**src/ptm_pkg.sv**
```systemverilog
// package: register map, field layout and bus carriers of the periodic timer
package ptm_pkg;
   // register byte addresses
   localparam logic [7:0] PTM_CTRL_ADDR = 8'h00;
   localparam logic [7:0] PTM_DUTY_ADDR = 8'h04;
   localparam logic [7:0] PTM_PERIOD_ADDR = 8'h08;
   localparam logic [7:0] PTM_COUNT_ADDR = 8'h0c;
   localparam logic [7:0] PTM_FLAGS_ADDR = 8'h10;
   // flag positions in the flags word
   localparam int PTM_DUTY_FLAG_BIT = 0;
   localparam int PTM_PERIOD_FLAG_BIT = 1;
   // mode_select codes
   localparam logic [1:0] PTM_MODE_CMP = 2'h0;
   localparam logic [1:0] PTM_MODE_CAP = 2'h1;
   localparam logic [1:0] PTM_MODE_PWM = 2'h2;
   localparam logic [1:0] PTM_MODE_TMR = 2'h3;
   // output_action codes
   localparam logic [1:0] PTM_ACT_00 = 2'h0;
   localparam logic [1:0] PTM_ACT_01 = 2'h1;
   localparam logic [1:0] PTM_ACT_10 = 2'h2;
   localparam logic [1:0] PTM_ACT_11 = 2'h3;
   // axi responses
   localparam logic [1:0] PTM_RESP_OKAY = 2'h0;
   localparam logic [1:0] PTM_RESP_SLVERR = 2'h2;
   // reset values
   localparam logic [8:0] PTM_CTRL_RESET = 9'h000;
   localparam logic [15:0] PTM_CMP_RESET = 16'h0000;

   // control word, bit 8 down to bit 0
   typedef struct packed {
      logic timer_enable;
      logic [1:0] mode_select;
      logic [1:0] output_action;
      logic output_control;
      logic output_polarity;
      logic capture_source_select;
      logic clear_select;
   } ptm_ctrl_t;

   // master to slave
   typedef struct packed {
      logic awvalid;
      logic [7:0] awaddr;
      logic wvalid;
      logic [31:0] wdata;
      logic [3:0] wstrb;
      logic bready;
      logic arvalid;
      logic [7:0] araddr;
      logic rready;
   } ptm_axi_req_t;

   // slave to master
   typedef struct packed {
      logic awready;
      logic wready;
      logic bvalid;
      logic [1:0] bresp;
      logic arready;
      logic rvalid;
      logic [31:0] rdata;
      logic [1:0] rresp;
   } ptm_axi_rsp_t;
endpackage

```
**src/ptm_timer.sv**
```systemverilog
// periodic timer with compare, pwm, single pulse, capture and timer modes
//
// Design decisions made here: the AXI4-Lite slave port and the placing of the registers.
`timescale 1ns/1ps
`default_nettype none
module ptm_timer #(
   parameter int CNT_W = 16
) (
   input wire logic sys_clk,
   input wire logic rst_n,
   input wire ptm_pkg::ptm_axi_req_t axi_req,
   output var ptm_pkg::ptm_axi_rsp_t axi_rsp,
   input wire logic external_trigger_pin,
   input wire logic timer_io_pin_in,
   output logic timer_io_pin_out,
   output logic timer_io_pin_oe
);

   // only the two documented counter widths are served
   generate
      if (!(CNT_W == 10 || CNT_W == 16))
      begin : g_bad_width
         $error("ptm_timer: CNT_W must be 10 or 16");
      end
   endgenerate

   // merge write data into a word under byte strobes
   function automatic logic [31:0] wmerge(input logic [31:0] old, input logic [31:0] d, input logic [3:0] s);
      logic [31:0] r;
      r = old;
      for (int i = 0; i < 4; i++)
      begin
         if (s[i])
            r[i*8 +: 8] = d[i*8 +: 8];
      end
      return r;
   endfunction

   // mapped register addresses
   function automatic logic addr_ok(input logic [7:0] a);
      return a == ptm_pkg::PTM_CTRL_ADDR || a == ptm_pkg::PTM_DUTY_ADDR || a == ptm_pkg::PTM_PERIOD_ADDR
         || a == ptm_pkg::PTM_COUNT_ADDR || a == ptm_pkg::PTM_FLAGS_ADDR;
   endfunction

   ptm_pkg::ptm_ctrl_t ctrl_reg;
   logic [CNT_W-1:0] duty_reg;
   logic [CNT_W-1:0] period_reg;
   logic [CNT_W-1:0] cnt_reg;
   logic [CNT_W-1:0] cnt_next;
   logic [1:0] flags_reg;
   logic en_prev_reg;
   logic trig_prev_reg;
   logic cap_prev_reg;
   logic lvl_reg;
   logic lvl_next;
   logic io_out_reg;
   logic io_oe_reg;
   logic aw_got_reg;
   logic w_got_reg;
   logic [7:0] awaddr_reg;
   logic [31:0] wdata_reg;
   logic [3:0] wstrb_reg;
   logic awready_reg;
   logic wready_reg;
   logic bvalid_reg;
   logic [1:0] bresp_reg;
   logic arready_reg;
   logic rvalid_reg;
   logic [31:0] rdata_reg;
   logic [1:0] rresp_reg;

   // --------------------------------------------------------------
   // axi4-lite write channel
   // --------------------------------------------------------------

   logic do_wr;
   logic [31:0] ctrl_wr;
   logic [31:0] duty_wr;
   logic [31:0] period_wr;
   logic [31:0] flags_wr;
   assign do_wr = aw_got_reg && w_got_reg && !bvalid_reg;
   assign ctrl_wr = wmerge(32'(ctrl_reg), wdata_reg, wstrb_reg);
   assign duty_wr = wmerge(32'(duty_reg), wdata_reg, wstrb_reg);
   assign period_wr = wmerge(32'(period_reg), wdata_reg, wstrb_reg);
   assign flags_wr = wmerge(32'h0, wdata_reg, wstrb_reg);

   // address and data are taken in either order and held until the response
   always_ff @(posedge sys_clk or negedge rst_n)
   begin
      if (!rst_n)
      begin
         aw_got_reg <= 1'b0;
         w_got_reg <= 1'b0;
         awaddr_reg <= 8'h00;
         wdata_reg <= 32'h0;
         wstrb_reg <= 4'h0;
         awready_reg <= 1'b1;
         wready_reg <= 1'b1;
         bvalid_reg <= 1'b0;
         bresp_reg <= ptm_pkg::PTM_RESP_OKAY;
      end
      else
      begin
         if (axi_req.awvalid && awready_reg)
         begin
            aw_got_reg <= 1'b1;
            awaddr_reg <= axi_req.awaddr;
            awready_reg <= 1'b0;
         end
         if (axi_req.wvalid && wready_reg)
         begin
            w_got_reg <= 1'b1;
            wdata_reg <= axi_req.wdata;
            wstrb_reg <= axi_req.wstrb;
            wready_reg <= 1'b0;
         end
         if (do_wr)
         begin
            bvalid_reg <= 1'b1;
            bresp_reg <= addr_ok(awaddr_reg) ? ptm_pkg::PTM_RESP_OKAY : ptm_pkg::PTM_RESP_SLVERR;
         end
         if (bvalid_reg && axi_req.bready)
         begin
            bvalid_reg <= 1'b0;
            aw_got_reg <= 1'b0;
            w_got_reg <= 1'b0;
            awready_reg <= 1'b1;
            wready_reg <= 1'b1;
         end
      end
   end

   // --------------------------------------------------------------
   // axi4-lite read channel
   // --------------------------------------------------------------

   // one read at a time; data is sampled at the address handshake
   always_ff @(posedge sys_clk or negedge rst_n)
   begin
      if (!rst_n)
      begin
         arready_reg <= 1'b1;
         rvalid_reg <= 1'b0;
         rdata_reg <= 32'h0;
         rresp_reg <= ptm_pkg::PTM_RESP_OKAY;
      end
      else if (axi_req.arvalid && arready_reg)
      begin
         arready_reg <= 1'b0;
         rvalid_reg <= 1'b1;
         rresp_reg <= addr_ok(axi_req.araddr) ? ptm_pkg::PTM_RESP_OKAY : ptm_pkg::PTM_RESP_SLVERR;
         case (axi_req.araddr)
            ptm_pkg::PTM_CTRL_ADDR: rdata_reg <= 32'(ctrl_reg);
            ptm_pkg::PTM_DUTY_ADDR: rdata_reg <= 32'(duty_reg);
            ptm_pkg::PTM_PERIOD_ADDR: rdata_reg <= 32'(period_reg);
            ptm_pkg::PTM_COUNT_ADDR: rdata_reg <= 32'(cnt_reg);
            ptm_pkg::PTM_FLAGS_ADDR: rdata_reg <= 32'(flags_reg);
            default: rdata_reg <= 32'h0;
         endcase
      end
      else if (rvalid_reg && axi_req.rready)
      begin
         rvalid_reg <= 1'b0;
         arready_reg <= 1'b1;
      end
   end

   assign axi_rsp = '{awready: awready_reg, wready: wready_reg, bvalid: bvalid_reg, bresp: bresp_reg,
      arready: arready_reg, rvalid: rvalid_reg, rdata: rdata_reg, rresp: rresp_reg};

   // --------------------------------------------------------------
   // counter and comparators
   // --------------------------------------------------------------

   logic [1:0] mode;
   logic [1:0] act;
   logic cmp_like;
   logic single;
   logic en_rise;
   logic run;
   logic [CNT_W-1:0] cnt_inc;
   logic hit_d;
   logic hit_p;
   logic duty_ev;
   logic period_ev;
   logic cnt_clr;
   logic trig_ev;
   logic cap_pin;
   logic cap_ev;
   logic full_duty;
   assign mode = ctrl_reg.mode_select;
   assign act = ctrl_reg.output_action;
   assign cmp_like = mode == ptm_pkg::PTM_MODE_CMP || mode == ptm_pkg::PTM_MODE_TMR;
   assign single = mode == ptm_pkg::PTM_MODE_PWM && act == ptm_pkg::PTM_ACT_11;
   assign en_rise = ctrl_reg.timer_enable && !en_prev_reg;
   assign run = ctrl_reg.timer_enable && !en_rise;
   // wrapping increment doubles as overflow at the counter maximum
   assign cnt_inc = cnt_reg + 1'b1;
   assign hit_d = cnt_inc == duty_reg && duty_reg != '0;
   // a zero period matches on the wrap, so it acts as the overflow clear
   assign hit_p = cnt_inc == period_reg;
   assign duty_ev = run && hit_d && mode != ptm_pkg::PTM_MODE_CAP;
   assign period_ev = run && hit_p && !single && !(cmp_like && ctrl_reg.clear_select);
   // pwm ignores clear_select; single pulse never clears on a match
   assign cnt_clr = single ? 1'b0 : (cmp_like && ctrl_reg.clear_select) ? hit_d : hit_p;
   assign cnt_next = en_rise ? '0 : !run ? cnt_reg : cnt_clr ? '0 : cnt_inc;
   assign trig_ev = single && external_trigger_pin && !trig_prev_reg;
   assign cap_pin = ctrl_reg.capture_source_select ? external_trigger_pin : timer_io_pin_in;
   // capture edge choice: 00 rising, 01 falling, 10 both, 11 none
   always_comb
   begin
      case (act)
         ptm_pkg::PTM_ACT_00: cap_ev = cap_pin && !cap_prev_reg;
         ptm_pkg::PTM_ACT_01: cap_ev = !cap_pin && cap_prev_reg;
         ptm_pkg::PTM_ACT_10: cap_ev = cap_pin != cap_prev_reg;
         default: cap_ev = 1'b0;
      endcase
      cap_ev = cap_ev && run && mode == ptm_pkg::PTM_MODE_CAP;
   end
   assign full_duty = period_reg != '0 && duty_reg >= period_reg;

   // counter register and edge history; pins are taken as synchronous
   always_ff @(posedge sys_clk or negedge rst_n)
   begin
      if (!rst_n)
      begin
         cnt_reg <= '0;
         en_prev_reg <= 1'b0;
         trig_prev_reg <= 1'b0;
         cap_prev_reg <= 1'b0;
      end
      else
      begin
         cnt_reg <= cnt_next;
         en_prev_reg <= ctrl_reg.timer_enable;
         trig_prev_reg <= external_trigger_pin;
         cap_prev_reg <= cap_pin;
      end
   end

   // --------------------------------------------------------------
   // software registers
   // --------------------------------------------------------------

   // hardware enable changes win over a software write in the same cycle
   always_ff @(posedge sys_clk or negedge rst_n)
   begin
      if (!rst_n)
         ctrl_reg <= ptm_pkg::PTM_CTRL_RESET;
      else
      begin
         if (do_wr && awaddr_reg == ptm_pkg::PTM_CTRL_ADDR)
            ctrl_reg <= ptm_pkg::ptm_ctrl_t'(ctrl_wr[8:0]);
         if (single && duty_ev)
            ctrl_reg.timer_enable <= 1'b0;
         if (trig_ev)
            ctrl_reg.timer_enable <= 1'b1;
      end
   end

   // a capture overrides a software write to the duty value
   always_ff @(posedge sys_clk or negedge rst_n)
   begin
      if (!rst_n)
      begin
         duty_reg <= CNT_W'(ptm_pkg::PTM_CMP_RESET);
         period_reg <= CNT_W'(ptm_pkg::PTM_CMP_RESET);
      end
      else
      begin
         if (do_wr && awaddr_reg == ptm_pkg::PTM_DUTY_ADDR)
            duty_reg <= duty_wr[CNT_W-1:0];
         if (cap_ev)
            duty_reg <= cnt_reg;
         if (do_wr && awaddr_reg == ptm_pkg::PTM_PERIOD_ADDR)
            period_reg <= period_wr[CNT_W-1:0];
      end
   end

   // sticky flags: write one to clear, a new match wins over the clear
   always_ff @(posedge sys_clk or negedge rst_n)
   begin
      if (!rst_n)
         flags_reg <= 2'h0;
      else
      begin
         if (do_wr && awaddr_reg == ptm_pkg::PTM_FLAGS_ADDR)
            flags_reg <= flags_reg & ~flags_wr[1:0];
         if (duty_ev || cap_ev)
            flags_reg[ptm_pkg::PTM_DUTY_FLAG_BIT] <= 1'b1;
         if (period_ev)
            flags_reg[ptm_pkg::PTM_PERIOD_FLAG_BIT] <= 1'b1;
      end
   end

   // --------------------------------------------------------------
   // output pin
   // --------------------------------------------------------------

   // level before polarity; pwm looks at the next count so pin and counter agree
   always_comb
   begin
      lvl_next = lvl_reg;
      case (mode)
         ptm_pkg::PTM_MODE_CMP:
         begin
            if (en_rise)
               lvl_next = ctrl_reg.output_control;
            else if (duty_ev)
            begin
               case (act)
                  ptm_pkg::PTM_ACT_01: lvl_next = 1'b0;
                  ptm_pkg::PTM_ACT_10: lvl_next = 1'b1;
                  ptm_pkg::PTM_ACT_11: lvl_next = !lvl_reg;
                  default: lvl_next = lvl_reg;
               endcase
            end
         end
         ptm_pkg::PTM_MODE_PWM:
         begin
            case (act)
               ptm_pkg::PTM_ACT_00: lvl_next = !ctrl_reg.output_control;
               ptm_pkg::PTM_ACT_01: lvl_next = ctrl_reg.output_control;
               ptm_pkg::PTM_ACT_10: lvl_next = (ctrl_reg.timer_enable && (full_duty || cnt_next < duty_reg))
                  ? ctrl_reg.output_control : !ctrl_reg.output_control;
               default: lvl_next = (ctrl_reg.timer_enable && !(single && duty_ev) && !trig_ev) || trig_ev
                  ? ctrl_reg.output_control : !ctrl_reg.output_control;
            endcase
         end
         default: lvl_next = lvl_reg;
      endcase
   end

   // pin driven only in compare and pwm modes
   always_ff @(posedge sys_clk or negedge rst_n)
   begin
      if (!rst_n)
      begin
         lvl_reg <= 1'b0;
         io_out_reg <= 1'b0;
         io_oe_reg <= 1'b0;
      end
      else
      begin
         lvl_reg <= lvl_next;
         io_out_reg <= lvl_next ^ ctrl_reg.output_polarity;
         io_oe_reg <= mode == ptm_pkg::PTM_MODE_CMP || mode == ptm_pkg::PTM_MODE_PWM;
      end
   end

   assign timer_io_pin_out = io_out_reg;
   assign timer_io_pin_oe = io_oe_reg;
endmodule
`default_nettype wire

```
**config.mk**
```make
export PLATFORM = sky130hd
export DESIGN_NAME = ptm_timer
export DESIGN_NICKNAME = d
export VERILOG_FILES = /design/src/ptm_pkg.sv /design/src/ptm_timer.sv
export SDC_FILE = /design/constraint.sdc
export NUM_CORES = 1
export LEC_CHECK = 0
export BUFFER_PORTS_ARGS = -buffer_cell sky130_fd_sc_hd__buf_2
export CORE_MARGIN = 2
export CORE_UTILIZATION = 32
export DETAILED_ROUTE_END_ITERATION = 7
export PLACE_DENSITY = 0.52
export SLEW_MARGIN = 20
export SYNTH_ARGS = -nofsm -noshare
export SYNTH_HDL_FRONTEND = slang
export SYNTH_SLANG_ARGS = --single-unit
```
**constraint.sdc**
```tcl
create_clock -name sys_clk -period 5.5 [get_ports sys_clk]
set_clock_uncertainty 0.15 [all_clocks]
set_input_delay 0.825 -clock sys_clk [delete_from_list [all_inputs] [get_ports sys_clk]]
set_output_delay 0.825 -clock sys_clk [all_outputs]
set_load 0.01 [all_outputs]
```
* Word-level counts from Yosys, hierarchy flattened *
Index checks and enable logic that the tools add are counted.

storage, ports and cells
  word-level logic and storage cells = 181
  bits of input ports = 61
  bits in registers = 134
  output and inout port bits = 43

cells by class
  reduce and logical (&&, ||, !) cells = 80
  magnitude comparators = 2
  bitwise gates (word level) = 3
  $add $sub $neg = 1
  eq/ne operators = 18
  multiplexer cells = 44

operator list
  operator               count
  $mux 16                5
  $pmux 16 s5            1
  $eq 16x16->1           2
  $eq 8x4->1 const B     4
  $logic_and 1x1->1      32
  $reduce_bool 16->1     2
  $mux 1                 26
  $mux 8                 3
  $reduce_bool 2->1      9
  $add 16x1->16 const B  1
  $eq 8x3->1 const B     2
  $eq 8x5->1 const B     2
  $ge 16x16->1           1
  $logic_not 8->1        2
  $lt 16x16->1           1
  $logic_or 1x1->1       13
  $logic_not 1->1        12
  $reduce_and 2->1       6
  $mux 9                 1
  $pmux 1 s3             3
  $eq 2x2->1 const B     4
  $mux 2                 4
  $reduce_bool 3->1      2
  $eq 2x1->1 const B     2
  7 further kinds        8

* Depth between registers and ports, before layout *
Gate-level depths: netlist of the first run.

  word-level depth = 15
  mapped depth = 24
  mapped depth without buffers = 22

* Worst setup path after synthesis of the first run *
No wires, ideal clock.

  path kind = reg-to-reg
  start = register cnt_reg[1]
  end = register io_out_reg, in the netlist timer_io_pin_out
  period minus slack after synthesis = 5297 ps
  data arrival time = 5023 ps
  stages on the path, launching flop included = 22
  library setup time = 124 ps
  data required time = 5226 ps
  slack = 203 ps
  buffers on the path = 2
  path through = dfrtp_1 ha_1 nand3_4 or4_1 clkbuf_1 xnor2_1 a2111o_1 nor3_1 o21a_1 nor2_1 buf_2 a21oi_1 a31oi_1 ha_1 a211oi_1 o21ai_0 o2111a_1 a2111oi_0 o2111ai_1 o211a_1 a311o_1 xor2_1

between the ends
  longest elaborated chain between the ends = 15
  elaborated cells on any way between the ends = 26
  those cells by class = add/sub: 1; order compare: 1; eq/ne: 2; mux: 11; bitwise: 1; reduce/logical: 10

ends and longest elaborated chain
  item                      RTL line          RTL
  start: declaration        ptm_timer.sv:48   logic [CNT_W-1:0] cnt_reg;
  start signal: assignment  ptm_timer.sv:234  cnt_reg <= cnt_next;
  $add 16x1->16 (*)         ptm_timer.sv:198  assign cnt_inc = cnt_reg + 1'b1;
  $eq 16x16->1              ptm_timer.sv:199  assign hit_d = cnt_inc == duty_reg && duty_reg != '0;
  $logic_and 1x1->1         ptm_timer.sv:199
  $mux 1 (2 in a row)       ptm_timer.sv:205  assign cnt_clr = single ? 1'b0 : (cmp_like && ctrl_reg.clear_select) ? hit_d : hit_p;
  $mux 16 (*) (3 in a row)  ptm_timer.sv:206  assign cnt_next = en_rise ? '0 : !run ? cnt_reg : cnt_clr ? '0 : cnt_inc;
  via cnt_next[9]           ptm_timer.sv:49   logic [CNT_W-1:0] cnt_next;
  $lt 16x16->1 (*)          ptm_timer.sv:324  ptm_pkg::PTM_ACT_10: lvl_next = (ctrl_reg.timer_enable && (full_duty || cnt_next < duty_reg))
  $logic_or 1x1->1 (*)      ptm_timer.sv:324
  $logic_and 1x1->1 (*)     ptm_timer.sv:324
  $mux 1 (*)                ptm_timer.sv:325  ? ctrl_reg.output_control : !ctrl_reg.output_control;
  $pmux 1 s3 (*)            ptm_timer.sv:321  case (act)
  $pmux 1 s2 (*)            ptm_timer.sv:304  case (mode)
  via lvl_next              ptm_timer.sv:55   logic lvl_next;
  $xor 1x1->1 (*)           ptm_timer.sv:346  io_out_reg <= lvl_next ^ ctrl_reg.output_polarity;
  end signal: assignment    ptm_timer.sv:346
  end: declaration          ptm_timer.sv:56   logic io_out_reg;

The timed path passes the listed nets; every way through them passes the cells marked *.
A chain may end at the register's enable or synchronous reset.

* Worst setup path in the final report of the first run *
Same ends and word-level chain as after synthesis.

==> results.sh, run 1 <==
export IMPL_ios=104
export IMPL_p_leak_uw=0.00454
export IMPL_hold_viol_final=0
export IMPL_max_clock_freq_ghz=0.184
export IMPL_core_area_sq_um=23400
export IMPL_netlist_area_sq_um=7600
export IMPL_worstPathMaxFanout=8
export IMPL_grt_usage_pct=20.4
export IMPL_dieArea_sq_um=25000
export IMPL_postLayoutCoreUtil_pct=42.4
export IMPL_synth_edf_count=0
export IMPL_vias=6702
export IMPL_crit_arrival_ns=5.59
export IMPL_placed_area_sq_um=8900
export IMPL_synthCells=794
export IMPL_drive_above_1_share_pct=35.6
export IMPL_die_h_microns=158
export IMPL_syn_to_final_growth_pct=30.4
export IMPL_clockBufferDepth=2
export IMPL_path_delay_family="compound AO/OA/AOI/OAI gates"
export IMPL_drc=0
export IMPL_port_buffers=67
export IMPL_clockRootBuffer="clkbuf_16"
export IMPL_routed_wl_mm=25.0
export IMPL_clk_latency_ns=0.44
export IMPL_antenna_found_initial=0
export IMPL_yosysWarnings=0
export IMPL_internal_power_uw=2960
export IMPL_place_gp_congestion=0.932
export IMPL_clkSlewWorstSetupHoldPaths_ns=0.06
export IMPL_cp_num_buf_inv=8
export IMPL_min_period_over_period_pct=98.7
export IMPL_ys_flop_type="dfrtp_1"
export IMPL_power_density_nw_per_um2=511
export IMPL_h_tree_depth=4
export IMPL_rows=56
export IMPL_grt_ovfl_total=0
export IMPL_p_comb_share_pct=50.3
export IMPL_ys_ff_latch=116
export IMPL_hold_class="reg -> reg"
export IMPL_drt_iter0_drc=495
export IMPL_cts_made_buffers=17
export IMPL_route_antenna_remaining_nets=0
export IMPL_rsz0062_at_grt="true"
export IMPL_maxSlewViolCount=0
export IMPL_nets=1054
export IMPL_path_class="reg -> reg"
export IMPL_yosys_area_top_type="dfrtp_1"
export IMPL_cts_hold_buf=0
export IMPL_first_pass_iters=6
export IMPL_max_stage_delay_ns=0.41
export IMPL_cts_tree="done"
export IMPL_dp_hpwl_mm=18.9
export IMPL_yosysUniqueCellTypes=70
export IMPL_synth_top_area_share_pct=37.2
export IMPL_design_area_sq_um=9910
export IMPL_cts_sinks=116
export IMPL_initial_core_util_pct=32.5
export IMPL_netSwitchingPower_uw=2110
export IMPL_ys_top_cells_by_count="dfrtp_1 (113), nand2_1 (80), mux2_2 (51), o21ai_0 (48), inv_1 (47)"
export IMPL_wl_per_cell_microns=19.4
export IMPL_grt_pass1_vias=6319
export IMPL_status="finished clean"
export IMPL_setup_viol=0
export IMPL_viasPerCell=5.20
export IMPL_critPathSlowestCell="dfrtp_1"
export IMPL_synth_most_common_cell="dfrtp_1"
export IMPL_critical_path_required_ns=5.67
export IMPL_grt_start_max_net_pins=61
export IMPL_period_needed_ns=5.43
export IMPL_worstSetupEndpointType="register"
export IMPL_seq_power_share_pct=28.0
export IMPL_vdd_drop_max_uv=207
export IMPL_ys_async_sr_fraction_pct=100
export IMPL_total_power_uw=5070
export IMPL_worst_pin_slew_ns=0.823
export IMPL_p_clk_share_pct=21.8
export IMPL_grt_pass1_wl_mm=37.7
export IMPL_n_antenna_cell=0
export IMPL_relSlewSlack_pct=45.0
export IMPL_yosysSeqAreaShare_pct=38.2
export IMPL_start_kind="register"
export IMPL_die_x_microns=158
export IMPL_swShare_pct=41.7
export IMPL_avgSynthCellArea_sq_um=9.57
export IMPL_maxCapViolCount=0
export IMPL_synthTopCellsByArea="dfrtp_1 (37%), mux2_2 (7.6%), ha_1 (6.1%)"
[stage by stage]
step                      cells  hold slack [ns]  setup WS, ns  TNS (ns)
after floorplan             811            0.273         0.203         0
after global placement     1243            0.309       -0.0434   -0.0434
after detailed placement   1243            0.315        0.0354         0
after CTS                  1275            0.329       0.00639         0
after global routing       1288            0.335        -0.128    -0.128
final                      1288            0.319        0.0727         0
[cell families (layout without fill, tap and decap cells)]
| group | after synthesis | in the layout | synth area share (%) |
|---|---|---|---|
| AND/OR/NAND/NOR | 233 | 233 | 16.4 |
| AO/OA/AOI/OAI | 174 | 174 | 14.9 |
| flip-flops | 116 | 116 | 38.2 |
| buffers and inverters | 116 | 274 | 7.09 |
| multiplexers | 78 | 78 | 12.6 |
| XOR/XNOR | 39 | 39 | 4.67 |
| adder cells (fa/ha/maj) | 37 | 37 | 6.09 |
| other | 1 | 18 | 0.0493 |
[cells in the final DEF (no fill, tap or decap), types with 4 or more instances in the layout]
cell type and n:
nor2b_1 9, inv_6 4, o2111ai_1 5, o21ai_0 45, nand2b_1 8, o21ai_1 4, nand2_1 78, nor4_1 17
or4_4 4, a31oi_1 12, and3_1 8, or3_1 11, ha_1 35, nor2_1 28, or4_1 4, buf_6 8
o31ai_1 11, mux4_2 9, nand3_1 12, inv_1 47, xnor2_1 20, xnor2_2 5, clkbuf_16 18, nand4_1 15
inv_8 6, dfrtp_1 113, mux2_2 51, mux2i_1 18, conb_1 18, nor3_2 4, a22oi_1 11, a31oi_2 5
a21oi_1 32, buf_4 118, buf_2 67, nor3_1 6, xor2_1 13, a21o_1 5, o211ai_1 4
[power groups by stage]
stage          combinational, uW  clock [uW]  sequential, uW
2_1_floorplan               1420           0            1320
6_report                    2550        1100            1420
3_5_place_dp                2280           0            1420
4_1_cts                     2300        1130            1410
5_1_grt                     2780        1170            1450
3_3_place_gp                2280           0            1420
[worst min-delay path, delay by kind of cell (launching register included)]
family / cells / cell delay (ns)
flops: 1 / 0.34
simple gates: 1 / 0.04
compound gates: 1 / 0.05
[timing repair]
item,CTS,global route
endpoints found under the setup margin,1,2
pin swaps,0,31
setup buffers,0,12
cloned,0,2
gates resized for setup,4,60
[per-layer routing]
metal	vias to the layer above	global-route usage, %	routed length (microns)
met3	41	3.50	1460
met4	0	6.65	554
li1	3182	-	-
met1	3241	29.9	11900
met5	-	0	0
met2	238	30.2	11000
[final timing paths]
kind                                           from                    endpoint  slack [ns]  depth (start not counted)
max                            cnt_reg[1]$_DFF_PN0_  timer_io_pin_out$_DFF_PN0_        0.07                         26
min                        rdata_reg[7]$_DFFE_PN0P_    rdata_reg[7]$_DFFE_PN0P_        0.32                          2
max reg2reg                    cnt_reg[1]$_DFF_PN0_  timer_io_pin_out$_DFF_PN0_        0.07                         26
min reg2reg                rdata_reg[7]$_DFFE_PN0P_    rdata_reg[7]$_DFFE_PN0P_        0.32                          2
max in group asynchronous                     rst_n        cnt_reg[3]$_DFF_PN0_        4.23                          2
min in group asynchronous                     rst_n   wdata_reg[11]$_DFFE_PN0P_        0.41                          2
[layout make-up]
class / instances / area [sq um]
tap: 319 / 399
timing repair buffer: 195 / 1350
fill: 2318 / 13500
multi-input combinational: 579 / 4500
clock inverter: 15 / 158
clock buffer: 17 / 425
inverter: 47 / 176
sequential: 116 / 2910
No activity file was read; power rests on OpenSTA's default activity.
==> run 2: changes to the inputs <==
--- a/config.mk
+++ b/config.mk
@@ -11,2 +11,3 @@
 export DETAILED_ROUTE_END_ITERATION = 7
+export HOLD_SLACK_MARGIN = 0.15
 export PLACE_DENSITY = 0.52
==> constraint.sdc (replaced) <==
create_clock -name sys_clk -period 5.5 [get_ports sys_clk]
set_clock_uncertainty 0.15 [all_clocks]
set_input_delay 0 -clock sys_clk [delete_from_list [all_inputs] [get_ports sys_clk]]
set_output_delay 0 -clock sys_clk [all_outputs]
set_load 0.01 [all_outputs]
==> run 2 against run 1 <==
Effect of this change:
- die area stayed put
- sequential share of layout area shrank 0.11 points
- combinational power is 7% lower
- design area increased by 0.38%
- sequential cell count is the same
- routed wire length is 1.5% lower
- clock power is 5% higher
- largest cell class unchanged
- highest routed layer unchanged
==> results.sh, run 2 (synthesis results as in run 1) <==
export IMPL_grt_pass1_wl_mm=37.8
export IMPL_period_needed_ns=5.25
export IMPL_grt_start_max_net_pins=75
export IMPL_wl_per_cell_microns=18.9
export IMPL_drive_above_1_share_pct=28.5
export IMPL_max_clock_freq_ghz=0.190
export IMPL_die_h_microns=158
export IMPL_hold_ws_ns=0.168
export IMPL_worstSetupEndpointType="register"
export IMPL_final_common_cell="dfrtp_1"
export IMPL_vdd_drop_max_uv=207
export IMPL_postLayoutCoreUtil_pct=42.5
export IMPL_path_class="reg -> reg"
export IMPL_syn_to_final_growth_pct=30.9
export IMPL_maxSlewViolCount=0
export IMPL_relSlewSlack_pct=31.2
export IMPL_rows=56
export IMPL_gr_usage_met2_pct=31.4
export IMPL_ios=104
export IMPL_grt_use_met1_pct=28.9
export IMPL_core_area_sq_um=23400
export IMPL_final_cell_mix="dfrtp_1 (113), buf_4 (84), nand2_1 (80), buf_2 (66), mux2_2 (51)"
export IMPL_power_density_nw_per_um2=495
export IMPL_clockBufferDepth=2
export IMPL_hold_end="awaddr_reg[6]$_DFFE_PN0P_"
export IMPL_clk_latency_ns=0.43
export IMPL_reg2reg_to="timer_io_pin_out$_DFF_PN0_"
export IMPL_first_pass_iters=5
export IMPL_setup_viol=0
export IMPL_route_antenna_remaining_nets=0
export IMPL_viasPerCell=5.19
export IMPL_status="finished clean"
export IMPL_p_leak_uw=0.00454
export IMPL_nets=1064
export IMPL_grt_ovfl_total=0
export IMPL_routed_wl_mm=24.6
export IMPL_die_x_microns=158
export IMPL_rr_worst_depth=22
export IMPL_place_ws_ns=-0.00232
export IMPL_clockRootBuffer="clkbuf_16"
export IMPL_fin_tns_setup_ns=0
export IMPL_grt_usage_pct=20.3
export IMPL_start_kind="register"
export IMPL_clkSlewWorstSetupHoldPaths_ns=0.07
export IMPL_cts_sinks=116
export IMPL_vias=6733
export IMPL_n_antenna_cell=0
export IMPL_hold_class="in -> reg"
export IMPL_crit_arrival_ns=5.42
export IMPL_holdPathStages=3
export IMPL_cts_tree="done"
export IMPL_initial_core_util_pct=32.5
export IMPL_grt_met3_usage_pct=2.98
export IMPL_fillers=2321
export IMPL_dieArea_sq_um=25000
export IMPL_min_period_over_period_pct=95.5
export IMPL_multi_input_area_sq_um=4330
export IMPL_seq_area_sq_um=2910
export IMPL_hp_start="axi_req[54]"
export IMPL_maxCapViolCount=0
export IMPL_port_buffers=67
export IMPL_rsz0062_at_grt="false"
export IMPL_r2r_start="cnt_reg[2]$_DFF_PN0_"
export IMPL_critical_path_required_ns=5.66
export IMPL_setup_ws_ns=0.247
export IMPL_cts_made_buffers=17
export IMPL_worstPathMaxFanout=7
export IMPL_grt_pass1_vias=6398
export IMPL_busiest_layer="met2"
export IMPL_dp_hpwl_mm=18.3
export IMPL_ff2ff_setup_slack_ns=0.25
export IMPL_drt_iter0_drc=568
export IMPL_antenna_found_initial=0
export IMPL_place_gp_congestion=0.901
export IMPL_hold_viol_final=0
export IMPL_worst_pin_slew_ns=1.03
export IMPL_h_tree_depth=4
export IMPL_drc=0
==> run 2: power by group <==
part           internal [uW]  switching, uW
sequential              1100            281
combinational           1140           1240
clock                    654            511
total                   2890           2030
==> run 2: worst max-delay path by stage <==
stage	start	end	cells past startpoint
floorplan	cnt_reg[1]$_DFF_PN0_	timer_io_pin_out$_DFF_PN0_	21
global route	cnt_reg[0]$_DFF_PN0_	timer_io_pin_out$_DFF_PN0_	23
CTS	cnt_reg[1]$_DFF_PN0_	timer_io_pin_out$_DFF_PN0_	23
finish	cnt_reg[2]$_DFF_PN0_	timer_io_pin_out$_DFF_PN0_	22
global placement	cnt_reg[1]$_DFF_PN0_	timer_io_pin_out$_DFF_PN0_	22
detailed placement	cnt_reg[1]$_DFF_PN0_	timer_io_pin_out$_DFF_PN0_	24
==> run 2: layout make-up <==
cell class | instances | share of cell area, %
inverters | 47 | 1.77
repair buffers | 205 | 15.3
multi-input cells | 579 | 43.5
clock inverters | 15 | 1.87
well taps | 319 | 4.01
flip-flops and latches | 116 | 29.2
clock buffers | 17 | 4.28
==> run 2: metal layers <==
metal / vias to the layer above / share of wire (%)
li1: 3211 / -
met1: 3260 / 47
met2: 227 / 46
met3: 35 / 5.1
met4: 0 / 1.9
met5: - / 0
==> run 2: worst max-delay path: stages, from the launching register on <==
cell and delay [ns]:
dfrtp_1 0.42, nand4_1 0.11, buf_4 0.19, or4_1 0.60, o311a_1 0.36, nand4_1 0.16, nor4_2 0.08, o21a_1 0.24
buf_6 0.14, buf_4 0.14, or3_1 0.30, a31oi_1 0.25, ha_1 0.30, a21o_1 0.16, a21oi_1 0.20, a21boi_0 0.27
o21a_1 0.15, o31ai_1 0.07, nand4_1 0.14, nor4_1 0.07, o211a_1 0.14, a311o_1 0.35, xor2_1 0.15
==> run 2: timing repair <==
| action | 4_1_cts | 5_1_grt |
|---|---|---|
| endpoints found under the setup margin | 1 | 2 |
| pin swaps | 0 | 8 |
| resized for setup | 1 | 29 |
| hold buffers | 49 | 1 |
| endpoints found under the hold margin | 126 | 70 |
| setup buffers | 0 | 5 |
==> run 2: metrics by stage <==
stage                     area, sq um  cells  total power [uW]
final                            9950   1298              4930
after global routing             9950   1298              5270
after CTS                        9780   1292              4850
after detailed placement         8680   1211              3620
after global placement           8680   1211              3620
after floorplan                  7670    811              2740
==> run 3: changes to the inputs <==
Settings changed: ABC_AREA from default to 1.
==> run 3 against run 2 <==
Effect of this change:
- critical path depth up 6
- non-clock buffer count shrank 75
- sequential cell count unchanged
- cell count is 6.5% higher
- critical endpoint unchanged
- largest cell class unchanged
- largest power group unchanged
==> results.sh, run 3 <==
export IMPL_vdd_drop_max_uv=215
export IMPL_fin_cells=1382
export IMPL_yosysSeqAreaShare_pct=40.3
export IMPL_period_needed_ns=4.96
export IMPL_synth_xor_area_share_pct=1.27
export IMPL_synthMuxAreaShare_pct=0
export IMPL_cts_made_buffers=17
export IMPL_drc=0
export IMPL_dieArea_sq_um=23700
export IMPL_avgSynthCellArea_sq_um=7.43
export IMPL_synth_most_common_cell="nand2_1"
export IMPL_yosysWarnings=0
export IMPL_netlist_area_sq_um=7200
export IMPL_max_clock_freq_ghz=0.202
export IMPL_final_common_cell="nand2_1"
export IMPL_path_common_cell="nand2_1"
export IMPL_yosys_area_share_simple_pct=27.1
export IMPL_multi_input_area_sq_um=3640
export IMPL_swShare_pct=40.0
export IMPL_maxSlewViolCount=0
export IMPL_drt_iter0_drc=572
export IMPL_rsz0062_at_grt="false"
export IMPL_core_area_sq_um=22000
export IMPL_cts_setup_buffers=0
export IMPL_numPlacedInstances=1294
export IMPL_die_x_microns=154
export IMPL_synth_edf_count=0
export IMPL_fillers=2264
export IMPL_routed_wl_mm=23.6
export IMPL_seq_power_share_pct=33.7
export IMPL_ys_ff_latch=116
export IMPL_grt_pass1_wl_mm=36.8
export IMPL_design_area_sq_um=8980
export IMPL_relSlewSlack_pct=40.2
export IMPL_placed_area_sq_um=7750
export IMPL_yosys_area_top_type="dfrtp_1"
export IMPL_p_comb_share_pct=35.4
export IMPL_grt_pass1_vias=6571
export IMPL_cp_num_buf_inv=1
export IMPL_path_delay_family="simple AND/OR/NAND/NOR gates"
export IMPL_worstSetupEndpointType="register"
export IMPL_cp_depth=28
export IMPL_startpoint="cnt_reg[0]$_DFF_PN0_"
export IMPL_max_stage_delay_ns=0.52
export IMPL_critPathSlowestCell="a2111oi_0"
export IMPL_hold_viol_final=0
export IMPL_min_period_over_period_pct=90.1
export IMPL_crit_arrival_ns=5.13
export IMPL_cts_tree="done"
export IMPL_final_cell_mix="nand2_1 (303), inv_1 (118), dfrtp_1 (113), o21ai_0 (88), buf_2 (66)"
export IMPL_synthCells=969
export IMPL_worstPathMaxFanout=11
export IMPL_clkSlewWorstSetupHoldPaths_ns=0.06
export IMPL_critical_path_required_ns=5.68
export IMPL_ys_top_cells_by_count="nand2_1 (303), inv_1 (118), dfrtp_1 (113), o21ai_0 (88)"
export IMPL_vias=6868
export IMPL_rr_worst_depth=28
export IMPL_worst_pin_slew_ns=0.894
export IMPL_power_density_nw_per_um2=443
export IMPL_die_h_microns=154
export IMPL_setup_viol=0
export IMPL_first_pass_iters=5
export IMPL_r2r_start="cnt_reg[0]$_DFF_PN0_"
export IMPL_fin_tns_setup_ns=0
export IMPL_wl_per_cell_microns=17.0
export IMPL_synthTopCellsByArea="dfrtp_1 (39%), nand2_1 (16%), ha_1 (6.4%)"
export IMPL_rows=54
export IMPL_synth_adder_area_share_pct=6.43
export IMPL_clk_latency_ns=0.44
export IMPL_synth_top_family_by_area="simple AND/OR/NAND/NOR gates"
export IMPL_synth_compound_area_share_pct=14.8
export IMPL_viasPerCell=4.97
export IMPL_maxCapViolCount=0
export IMPL_p_leak_uw=0.00434
export IMPL_drive_above_1_share_pct=11.6
export IMPL_place_gp_congestion=0.927
export IMPL_ys_async_sr_fraction_pct=100
export IMPL_grt_ovfl_total=0
export IMPL_initial_core_util_pct=32.8
export IMPL_path_class="reg -> reg"
export IMPL_start_kind="register"
export IMPL_seq_area_sq_um=2910
export IMPL_grt_usage_pct=20.4
export IMPL_nets=1187
export IMPL_yosysUniqueCellTypes=46
export IMPL_h_tree_depth=4
export IMPL_port_buffers=67
export IMPL_n_antenna_cell=0
export IMPL_synth_top_area_share_pct=39.2
export IMPL_route_antenna_remaining_nets=0
export IMPL_status="finished clean"
export IMPL_holdPathStages=4
export IMPL_clockBufferDepth=2
export IMPL_cts_sinks=116
export IMPL_p_clk_share_pct=31.0
export IMPL_antenna_found_initial=0
export IMPL_netSwitchingPower_uw=1590
export IMPL_dp_hpwl_mm=17.3
export IMPL_ys_flop_type="dfrtp_1"
export IMPL_hp_start="axi_req[25]"
export IMPL_grt_start_max_net_pins=68
export IMPL_ios=104
export IMPL_internal_power_uw=2390
export IMPL_clockRootBuffer="clkbuf_16"
export IMPL_syn_to_final_growth_pct=24.6
export IMPL_hold_class="in -> reg"
run 3: final cells by class:
| cell class | count | share of cell area (%) |
|---|---|---|
| clock buffers | 21 | 5.24 |
| well taps | 280 | 3.90 |
| inverters | 123 | 5.14 |
| multi-input cells | 701 | 40.6 |
| flip-flops and latches | 116 | 32.4 |
| repair buffers | 130 | 10.8 |
| clock inverters | 11 | 1.96 |
run 3: cell families after synthesis:
| kind of cell | after synthesis |
|---|---|
| AND/OR/NAND/NOR | 463 |
| adder cells (fa/ha/maj) | 37 |
| buffers and inverters | 169 |
| XOR/XNOR | 8 |
| other | 1 |
| AO/OA/AOI/OAI | 175 |
| flip-flops | 116 |
run 3: path summary, 6_finish.rpt:
check / end / slack, ns
max: timer_io_pin_out$_DFF_PN0_ / 0.54
min: wdata_reg[10]$_DFFE_PN0P_ / 0.16
max reg2reg: timer_io_pin_out$_DFF_PN0_ / 0.54
min reg2reg: rdata_reg[6]$_DFFE_PN0P_ / 0.32
max in group asynchronous: ctrl_reg[8]$_DFFE_PN0P_ / 3.84
min in group asynchronous: arready_reg$_DFFE_PN1P_ / 0.49
run 3: stage by stage:
| stage | hold WS (ns) | setup WS, ns | power [uW] | utilization [%] |
|---|---|---|---|---|
| CTS | 0.151 | 0.640 | 3990 | 40.9 |
| finish | 0.162 | 0.542 | 3980 | 40.9 |
| global placement | -0.0781 | 0.676 | 2700 | 35.3 |
| detailed placement | -0.0751 | 0.640 | 2700 | 35.3 |
| floorplan | -0.446 | 1.65 | 2240 | - |
| global route | 0.171 | 0.112 | 4270 | 40.9 |
run 3: metal layers:
metal / vias up / routed length [microns] / GRT usage (%)
met5: - / 0 / 0
met4: 0 / 546 / 7.12
met3: 35 / 1230 / 3.55
met2: 240 / 10100 / 30.6
met1: 3165 / 11700 / 29.4
li1: 3428 / - / -
run 3: power groups by stage:
stage | Combinational (uW) | Clock (uW) | Sequential (uW)
2_1_floorplan | 977 | 0 | 1270
3_3_place_gp | 1350 | 0 | 1350
3_5_place_dp | 1360 | 0 | 1340
4_1_cts | 1410 | 1250 | 1330
5_1_grt | 1600 | 1300 | 1370
6_report | 1410 | 1230 | 1340
run 3: tightest hold or removal path, delay by kind of cell:
family	cells	cell delay, ns
buf+inv	2	0.61
compound gates	1	0.05
simple gates	1	0.04
run 3: repair_timing:
action | CTS | global route
endpoints found under the hold margin | 97 | 0
resized for setup | 0 | 0
hold buffers | 56 | 0
